--- src/inc/iplr_pkg.sv ---
// Constants and types for the interrupt priority level register block
// Summary of operation
// - Each source level is {high bit, low bit}; 00 lowest, 11 highest.
// - Low register A holds pca, timer2, serial, timer1, ext1, timer0, ext0.
// - Low register B holds spi bit3, overrun bit2, adc bit1, can bit0.
// - High register A at B7h uses the same bit positions as low A.
// - High register B at F7h holds spi, overrun, adc, can high bits.
// - Reserved bits read as constant zero from RSVD_READ; writes drop them.
// - Low register A resets to zero and allows single bit accesses.
// - Low and high register B reset bits 3..0; low B is bit addressable.
// - Low register B sits at address F8h.
// - Only a strictly higher level preempts; level three never preempted.
// - Higher level first; equal levels resolved by fixed polling order.
// - A source competes only when its enable and global enable are set.
package iplr_pkg;

  // ****************************************************************
  // Register addresses
  // ****************************************************************
  localparam logic [7:0] ADDR_LOW_A = 8'hb8;
  localparam logic [7:0] ADDR_HIGH_A = 8'hb7;
  localparam logic [7:0] ADDR_LOW_B = 8'hf8;
  localparam logic [7:0] ADDR_HIGH_B = 8'hf7;
  localparam logic [7:0] ADDR_SVC_STAT = 8'hf6;

  // ****************************************************************
  // Field layout and reset values
  // ****************************************************************
  localparam int WIDTH_A = 7;
  localparam int WIDTH_B = 4;
  localparam logic [6:0] RST_A = 7'h00;
  localparam logic [3:0] RST_B = 4'h0;
  localparam logic [7:0] RSVD_READ = 8'h00;
  localparam int BIT_EXT0 = 0;
  localparam int BIT_TIMER0 = 1;
  localparam int BIT_EXT1 = 2;
  localparam int BIT_TIMER1 = 3;
  localparam int BIT_SERIAL = 4;
  localparam int BIT_TIMER2 = 5;
  localparam int BIT_PCA = 6;
  localparam int BIT_CAN = 0;
  localparam int BIT_ADC = 1;
  localparam int BIT_OVERRUN = 2;
  localparam int BIT_SPI = 3;

  // ****************************************************************
  // Sources in polling order, and levels
  // ****************************************************************
  localparam int NUM_SRC = 11;
  localparam int NUM_LVL = 4;
  typedef enum logic [3:0] {
    SRC_EXT0 = 4'h0,
    SRC_TIMER0 = 4'h1,
    SRC_EXT1 = 4'h2,
    SRC_TIMER1 = 4'h3,
    SRC_PCA = 4'h4,
    SRC_SERIAL = 4'h5,
    SRC_TIMER2 = 4'h6,
    SRC_CAN = 4'h7,
    SRC_ADC = 4'h8,
    SRC_OVERRUN = 4'h9,
    SRC_SPI = 4'ha
  } iplr_src_t;
  typedef enum logic [1:0] {
    LVL_0 = 2'h0,
    LVL_1 = 2'h1,
    LVL_2 = 2'h2,
    LVL_3 = 2'h3
  } iplr_lvl_t;

endpackage

--- src/core/iplr_regs.sv ---
// Interrupt priority level registers with level arbitration
`timescale 1ns/1ps
module iplr_regs (
  input wire logic core_clk_in,
  input wire logic nrst_in,
  input wire logic [7:0] sfr_addr_in,
  input wire logic [7:0] sfr_wdata_in,
  input wire logic sfr_wr_in,
  input wire logic sfr_rd_in,
  output logic [7:0] sfr_rdata_out,
  input wire logic [7:0] bit_addr_in,
  input wire logic bit_val_in,
  input wire logic bit_wr_in,
  input wire logic bit_rd_in,
  output logic bit_rdata_out,
  input wire logic [10:0] src_req_in,
  input wire logic [10:0] src_en_in,
  input wire logic global_irq_enable_in,
  output logic irq_req_out,
  output logic [3:0] irq_src_out,
  output logic [1:0] irq_level_out,
  input wire logic irq_ack_in,
  input wire logic irq_ret_in,
  output logic [21:0] src_level_out,
  output logic [3:0] svc_active_out
);

  // ****************************************************************
  // State
  // ****************************************************************
  typedef struct packed {
    logic [6:0] low_a;
    logic [6:0] high_a;
    logic [3:0] low_b;
    logic [3:0] high_b;
    logic [7:0] rdata;
    logic bit_rdata;
    logic [3:0] in_svc;
    logic irq;
    logic [3:0] src;
    logic [1:0] lvl;
  } iplr_state_t;

  iplr_state_t st_q;
  iplr_state_t st_d;

  logic [21:0] level_map;
  logic [10:0] req_masked;
  logic svc_busy;
  logic [1:0] svc_level;
  logic win_valid;
  logic [3:0] win_src;
  logic [1:0] win_level;

  // ****************************************************************
  // Helper functions
  // ****************************************************************

  // Bit addressable registers: bit address = register base + index
  function automatic logic bit_hits(input logic [7:0] baddr,
                                    input logic [7:0] base);
    bit_hits = (baddr[7:3] == base[7:3]);
  endfunction

  // Merge one bit write into a register image
  function automatic logic [7:0] set_one(input logic [7:0] img,
                                         input logic [2:0] idx,
                                         input logic val);
    logic [7:0] r;
    r = img;
    r[idx] = val;
    set_one = r;
  endfunction

  // Two-bit level of a source from its high and low bits
  function automatic logic [1:0] lvl_of(input logic hi,
                                        input logic lo);
    lvl_of = {hi, lo};
  endfunction

  // Highest level currently in service
  function automatic logic [1:0] top_svc(input logic [3:0] svc);
    logic [1:0] t;
    t = iplr_pkg::LVL_0;
    for (int i = 0; i < iplr_pkg::NUM_LVL; i++) begin
      if (svc[i]) begin
        t = 2'(i);
      end
    end
    top_svc = t;
  endfunction

  // Register image as seen on a read; reserved bits read as constant
  function automatic logic [7:0] img_a(input logic [6:0] v);
    img_a = {iplr_pkg::RSVD_READ[7], v};
  endfunction

  function automatic logic [7:0] img_b(input logic [3:0] v);
    img_b = {iplr_pkg::RSVD_READ[7:4], v};
  endfunction

  // ****************************************************************
  // Level map per source, in polling order
  // ****************************************************************
  always_comb begin
    level_map = '0;
    level_map[2*iplr_pkg::SRC_EXT0 +: 2] =
        lvl_of(st_q.high_a[iplr_pkg::BIT_EXT0],
               st_q.low_a[iplr_pkg::BIT_EXT0]);
    level_map[2*iplr_pkg::SRC_TIMER0 +: 2] =
        lvl_of(st_q.high_a[iplr_pkg::BIT_TIMER0],
               st_q.low_a[iplr_pkg::BIT_TIMER0]);
    level_map[2*iplr_pkg::SRC_EXT1 +: 2] =
        lvl_of(st_q.high_a[iplr_pkg::BIT_EXT1],
               st_q.low_a[iplr_pkg::BIT_EXT1]);
    level_map[2*iplr_pkg::SRC_TIMER1 +: 2] =
        lvl_of(st_q.high_a[iplr_pkg::BIT_TIMER1],
               st_q.low_a[iplr_pkg::BIT_TIMER1]);
    level_map[2*iplr_pkg::SRC_PCA +: 2] =
        lvl_of(st_q.high_a[iplr_pkg::BIT_PCA],
               st_q.low_a[iplr_pkg::BIT_PCA]);
    level_map[2*iplr_pkg::SRC_SERIAL +: 2] =
        lvl_of(st_q.high_a[iplr_pkg::BIT_SERIAL],
               st_q.low_a[iplr_pkg::BIT_SERIAL]);
    level_map[2*iplr_pkg::SRC_TIMER2 +: 2] =
        lvl_of(st_q.high_a[iplr_pkg::BIT_TIMER2],
               st_q.low_a[iplr_pkg::BIT_TIMER2]);
    level_map[2*iplr_pkg::SRC_CAN +: 2] =
        lvl_of(st_q.high_b[iplr_pkg::BIT_CAN],
               st_q.low_b[iplr_pkg::BIT_CAN]);
    level_map[2*iplr_pkg::SRC_ADC +: 2] =
        lvl_of(st_q.high_b[iplr_pkg::BIT_ADC],
               st_q.low_b[iplr_pkg::BIT_ADC]);
    level_map[2*iplr_pkg::SRC_OVERRUN +: 2] =
        lvl_of(st_q.high_b[iplr_pkg::BIT_OVERRUN],
               st_q.low_b[iplr_pkg::BIT_OVERRUN]);
    level_map[2*iplr_pkg::SRC_SPI +: 2] =
        lvl_of(st_q.high_b[iplr_pkg::BIT_SPI],
               st_q.low_b[iplr_pkg::BIT_SPI]);
  end

  // ****************************************************************
  // Arbitration
  // ****************************************************************

  // Global enable low masks everything regardless of source enables
  assign req_masked = src_req_in & src_en_in &
      {iplr_pkg::NUM_SRC{global_irq_enable_in}};
  assign svc_busy = |st_q.in_svc;
  assign svc_level = top_svc(st_q.in_svc);

  // Arbiter reads registered levels, so a write counts next cycle
  iplr_arb u_arb (
    .req_in(req_masked),
    .level_in(level_map),
    .svc_busy_in(svc_busy),
    .svc_level_in(svc_level),
    .win_valid_out(win_valid),
    .win_src_out(win_src),
    .win_level_out(win_level)
  );

  // ****************************************************************
  // Next state
  // ****************************************************************
  always_comb begin
    logic [7:0] la;
    logic [7:0] lb;
    logic [3:0] svc;
    logic [7:0] bimg;
    st_d = st_q;
    bimg = 8'h00;
    la = {1'b0, st_q.low_a};
    lb = {4'h0, st_q.low_b};
    svc = st_q.in_svc;

    // Byte writes; reserved bits are dropped so they read constant
    if (sfr_wr_in) begin
      case (sfr_addr_in)
        iplr_pkg::ADDR_LOW_A: begin
          la = sfr_wdata_in;
        end
        iplr_pkg::ADDR_HIGH_A: begin
          st_d.high_a = sfr_wdata_in[6:0];
        end
        iplr_pkg::ADDR_LOW_B: begin
          lb = sfr_wdata_in;
        end
        iplr_pkg::ADDR_HIGH_B: begin
          st_d.high_b = sfr_wdata_in[3:0];
        end
        default: begin
        end
      endcase
    end

    // Single bit set or clear on the two bit addressable registers
    if (bit_wr_in) begin
      if (bit_hits(bit_addr_in, iplr_pkg::ADDR_LOW_A)) begin
        la = set_one(la, bit_addr_in[2:0], bit_val_in);
      end
      if (bit_hits(bit_addr_in, iplr_pkg::ADDR_LOW_B)) begin
        lb = set_one(lb, bit_addr_in[2:0], bit_val_in);
      end
    end
    st_d.low_a = la[6:0];
    st_d.low_b = lb[3:0];

    // Read data stand for exactly one cycle after the strobe
    st_d.rdata = 8'h00;
    if (sfr_rd_in) begin
      case (sfr_addr_in)
        iplr_pkg::ADDR_LOW_A: begin
          st_d.rdata = img_a(st_q.low_a);
        end
        iplr_pkg::ADDR_HIGH_A: begin
          st_d.rdata = img_a(st_q.high_a);
        end
        iplr_pkg::ADDR_LOW_B: begin
          st_d.rdata = img_b(st_q.low_b);
        end
        iplr_pkg::ADDR_HIGH_B: begin
          st_d.rdata = img_b(st_q.high_b);
        end
        iplr_pkg::ADDR_SVC_STAT: begin
          st_d.rdata = {st_q.irq, st_q.lvl, 1'b0, st_q.in_svc};
        end
        default: begin
          st_d.rdata = 8'h00;
        end
      endcase
    end

    // Bit reads outside the two registers leave the image at zero
    if (bit_rd_in) begin
      if (bit_hits(bit_addr_in, iplr_pkg::ADDR_LOW_A)) begin
        bimg = img_a(st_q.low_a);
      end else if (bit_hits(bit_addr_in, iplr_pkg::ADDR_LOW_B)) begin
        bimg = img_b(st_q.low_b);
      end
    end
    st_d.bit_rdata = bimg[bit_addr_in[2:0]];

    // Service tracking: return leaves the top level, then an
    // acknowledge enters the offered level, so both may coincide
    if (irq_ret_in) begin
      svc[top_svc(st_q.in_svc)] = 1'b0;
    end
    if (irq_ack_in && st_q.irq) begin
      svc[st_q.lvl] = 1'b1;
    end
    st_d.in_svc = svc;

    // Offer held back one cycle after ack or return so the core
    // never sees a stale winner against the old service level
    st_d.irq = win_valid && !irq_ack_in && !irq_ret_in;
    st_d.src = win_valid ? win_src : st_q.src;
    st_d.lvl = win_valid ? win_level : st_q.lvl;
  end

  // ****************************************************************
  // State register
  // ****************************************************************
  always_ff @(posedge core_clk_in or negedge nrst_in) begin
    if (!nrst_in) begin
      st_q.low_a <= iplr_pkg::RST_A;
      st_q.high_a <= iplr_pkg::RST_A;
      st_q.low_b <= iplr_pkg::RST_B;
      st_q.high_b <= iplr_pkg::RST_B;
      st_q.rdata <= 8'h00;
      st_q.bit_rdata <= 1'b0;
      st_q.in_svc <= 4'h0;
      st_q.irq <= 1'b0;
      st_q.src <= 4'h0;
      st_q.lvl <= iplr_pkg::LVL_0;
    end else begin
      st_q <= st_d;
    end
  end

  // ****************************************************************
  // Outputs
  // ****************************************************************
  assign sfr_rdata_out = st_q.rdata;
  assign bit_rdata_out = st_q.bit_rdata;
  assign irq_req_out = st_q.irq;
  assign irq_src_out = st_q.src;
  assign irq_level_out = st_q.lvl;
  assign src_level_out = level_map;
  assign svc_active_out = st_q.in_svc;

endmodule

--- src/core/iplr_arb.sv ---
// Level priority arbiter picking the winning interrupt source, fixed polling order on ties
`timescale 1ns/1ps
module iplr_arb (
  input wire logic [10:0] req_in,
  input wire logic [21:0] level_in,
  input wire logic svc_busy_in,
  input wire logic [1:0] svc_level_in,
  output logic win_valid_out,
  output logic [3:0] win_src_out,
  output logic [1:0] win_level_out
);

  // ****************************************************************
  // Search from the top level down, lowest polling index first
  // ****************************************************************
  always_comb begin
    logic found;
    found = 1'b0;
    win_src_out = 4'h0;
    win_level_out = iplr_pkg::LVL_0;
    for (int l = iplr_pkg::NUM_LVL - 1; l >= 0; l--) begin
      for (int s = 0; s < iplr_pkg::NUM_SRC; s++) begin
        if (!found && req_in[s] &&
            level_in[2*s +: 2] == 2'(l)) begin
          found = 1'b1;
          win_src_out = 4'(s);
          win_level_out = 2'(l);
        end
      end
    end
    // A request only preempts a strictly lower running level
    win_valid_out = found &&
        (!svc_busy_in || win_level_out > svc_level_in);
  end

endmodule

--- config.mk ---
export PLATFORM = sky130hd
export DESIGN_NAME = iplr_regs
export DESIGN_NICKNAME = d
export VERILOG_FILES = /design/src/inc/iplr_pkg.sv /design/src/core/iplr_regs.sv /design/src/core/iplr_arb.sv
export SDC_FILE = /design/constraint.sdc
export NUM_CORES = 1
export LEC_CHECK = 0
export ABC_CLOCK_PERIOD_IN_PS = 3400
export BUFFER_PORTS_ARGS = -buffer_cell sky130_fd_sc_hd__buf_2
export CAP_MARGIN = 20
export CORE_MARGIN = 5
export CORE_UTILIZATION = 52
export DETAILED_ROUTE_END_ITERATION = 10
export PLACE_DENSITY = 0.89
export SYNTH_ARGS = -nofsm -noshare
export SYNTH_HDL_FRONTEND = slang
export SYNTH_SLANG_ARGS = --single-unit
--- constraint.sdc ---
create_clock -name core_clk_in -period 3.4 [get_ports core_clk_in]
set_input_delay 0 -clock core_clk_in [delete_from_list [all_inputs] [get_ports core_clk_in]]
set_output_delay 0 -clock core_clk_in [all_outputs]
set_load 0.005 [all_outputs]
==> results.py <==
metrics = {
    "placement": {
        "postPlaceCellArea_mm2": 0.00380,
        "io_buffers": 96,
        "hpwl_um": 8560,
        "gp_congestion": 1.03,
    },
    "sta": {
        "period_share": 0.891,
        "slew_headroom": 0.390,
        "hold_viol": 0,
        "fmax_mhz": 330,
        "maxSlewViolCount": 0,
        "skew_ps": 3.26,
        "period_minus_slack_ps": 3030,
        "rsz0062_at_grt": "false",
        "finalSetupViolations": 0,
        "fin_setup_tns_ps": 0,
        "max_slew.worst_pin.slew_ps": 914,
    },
    "pwr": {
        "p_per_area_mw_per_mm2": 348,
        "vdd_drop_max_mv": 0.299,
        "p_leak_nw": 1.95,
    },
    "clock_tree": {
        "root_buffer": "clkbuf_8",
        "clk_pin_slew_worst_paths_ps": 80,
        "cts_resized": 0,
        "cts_buffers": 5,
        "htree_levels": 2,
        "cts_tree": "yes",
        "clockBufferDepth": 2,
        "clock_sinks": 42,
        "clk_latency_ps": 300,
    },
    "route": {
        "wire_per_inst_um": 19.8,
        "viasPerCell": 6.51,
        "drt-initial-drc-count": 449,
        "ant_nets": 0,
        "dr_total_vias": 3612,
        "dr.pass1.iters": 6,
        "post-route-drc-count": 0,
        "drt_wl_total_um": 11000,
    },
    "grt": {
        "antenna_found_initial": 0,
        "grt_first_pass_wirelength_um": 17600,
        "grt-busiest-layer": "met2",
        "globalRouteMet2Util": 0.491,
        "globalRouteOverflowTotal": 0,
        "grt_util_met1": 0.355,
        "grt_util_all_layers": 0.289,
        "met3_usage": 0.0754,
        "grt_max_degree": 43,
        "grt_pass1_vias": 3594,
    },
    "flow_run": {
        "drv_cap": 0,
    },
    "worst_setup_path": {
        "cp-start-kind": "register",
        "worstPathRequired_ps": 3590,
        "r2r-end": "irq_src_out[2]$_DFFE_PN0P_",
        "critical_path_class": "register to register",
        "ff2ff_path_depth": 11,
        "r2r-start": "src_level_out[19]$_DFFE_PN0P_",
        "arrival_ps": 3220,
        "endpoint_kind": "register",
        "reg2reg_slack_ps": 370,
        "worstPathMaxFanout": 9,
    },
    "outcome": {
        "status": "complete, no violations",
    },
    "floorplan": {
        "die_h_um": 88.7,
        "core.rowCount": 28,
        "core_area_mm2": 0.00596,
        "pin_count": 98,
        "die_x_um": 88.7,
        "initial_utilization": 0.541,
        "dieArea_mm2": 0.00787,
    },
    "synthesis": {
        "syn_inst": 371,
        "syn-num-nets": 429,
        "yosys_warnings": 0,
        "synth_largest_area_cell": "dfrtp_1",
        "synth_edf_count": 0,
        "ys_types": 68,
        "synth-main-ff-cell": "dfrtp_1",
        "synthArstFlopShare": 1.00,
        "yosysMostFrequentCell": "dfrtp_1",
        "syn-cell-area_mm2": 0.00322,
        "avgSynthCellArea_um2": 8.68,
        "synth.area.top_cells": "dfrtp_1 (33%), nand2_1 (4.7%), nor2_1 (4.3%)",
        "synth_commonest_cells": "dfrtp_1 (42), nand2_1 (40), nor2_1 (37)",
        "yosys_register_bits": 42,
        "yosysTopAreaCellShare": 0.326,
        "ys_seq_area_frac": 0.326,
    },
    "final_layout": {
        "final_core_util": 0.671,
        "drive_gt1_frac": 0.325,
        "fin_nets": 537,
        "area_growth_pct": 24.0,
        "fin_area_mm2": 0.00400,
        "fillers": 492,
        "antennaDiodeCount": 0,
    },
    "worst_hold_path": {
        "hold_class": "input port to register",
        "hp-start": "sfr_wdata_in[0]",
        "holdPathEnd": "src_level_out[15]$_DFFE_PN0P_",
        "hold_depth": 2,
    },
}
## per-stage QoR
stage	cells	total power [mW]	hold slack, ps	setup slack (ps)
finish	555	1.39	17.0	371
global route	555	1.46	15.0	220
CTS	555	1.38	1.11	410
detailed placement	537	1.03	184	441
global placement	537	1.02	170	489
floorplan	371	0.844	-296	504
## how the worst max path moves through the flow
stage,from,endpoint
floorplan,src_level_out[4]$_DFF_PN0_,irq_src_out[2]$_DFFE_PN0P_
global placement,src_level_out[19]$_DFFE_PN0P_,irq_src_out[0]$_DFFE_PN0P_
detailed placement,src_level_out[19]$_DFFE_PN0P_,irq_src_out[2]$_DFFE_PN0P_
CTS,src_level_out[19]$_DFFE_PN0P_,irq_src_out[2]$_DFFE_PN0P_
global route,src_level_out[19]$_DFFE_PN0P_,irq_src_out[3]$_DFFE_PN0P_
finish,src_level_out[19]$_DFFE_PN0P_,irq_src_out[2]$_DFFE_PN0P_
## per-layer routing
metal  part of all wire  vias up
met5                  0        -
met4              0.032        0
met3               0.11       36
met2               0.47      247
met1               0.39     1694
li1                   -     1635
## area by class of cell
type | instances | area (µm²) | share of cell area
repair buffers | 117 | 663 | 0.166
well taps | 75 | 93.8 | 0.0235
multi-input cells | 298 | 2040 | 0.510
clock buffers | 6 | 82.6 | 0.0207
clock inverters | 2 | 12.5 | 0.00313
flip-flops and latches | 42 | 1050 | 0.263
inverters | 15 | 56.3 | 0.0141
## worst max-delay path: stages, from the launching register on
cell and delay, ps:
dfrtp_1 460, and4_1 270, o2bb2a_4 220, o311a_2 210, nand3_4 150, or2_1 280
o211a_1 250, ha_1 300, a21oi_1 150, a21oi_1 90, a31o_2 300, a22o_1 240
## cell usage in the layout (no fill, tap or decap), types with 3 or more instances in the layout
cell	synthesis	routed
nor3_1	10	10
o32ai_1	3	3
and4b_1	3	3
nand4_1	8	8
nand3_1	21	21
buf_4	0	11
o22ai_1	6	6
o211ai_1	3	3
and4b_4	3	3
a21oi_1	15	15
a21o_1	4	4
nand2_1	40	40
mux2i_1	11	11
and3_1	3	3
inv_1	15	15
nor2b_1	7	7
a31oi_1	10	10
dlygate4sd3_1	0	10
nand3b_1	3	3
o21ai_0	17	17
mux2_2	11	11
o22a_1	3	3
nand4_2	4	4
dfrtp_1	42	42
clkbuf_8	0	6
and4_1	4	4
a222oi_1	3	3
o31ai_1	4	4
a22oi_1	9	9
nor2_1	37	37
nor4_1	5	5
buf_2	3	96
## registers in the layout, summed over array words and instances (netlist names)
name,cells
irq_src_out,4
svc_active_out,4
sfr_rdata_out,8
bit_rdata_out,1
irq_req_out,1
src_level_out,22
irq_level_out,2
## cell families (layout without fill, tap and decap cells)
kind of cell / count (synthesis) / count (layout) / share of synthesized area
adders and majority gates: 2 / 2 / 0.00777
and+or+nand+nor: 169 / 169 / 0.298
buffers and inverters: 31 / 140 / 0.0419
AOI/OAI and AO/OA: 103 / 103 / 0.240
DFF: 42 / 42 / 0.326
muxes: 24 / 24 / 0.0866
## repair_timing
action	4_1_cts	5_1_grt
buffers inserted	0	0
hold buffers	10	0
endpoints found under the setup margin	0	0
endpoints found under the hold margin	54	0
## where the power goes
group          total [mW]  internal (mW)  switching [mW]
combinational       0.413          0.187           0.226
sequential          0.631          0.554          0.0771
clock               0.348          0.163           0.184
total                1.39          0.904           0.487
(Power assumes the default switching activity.)
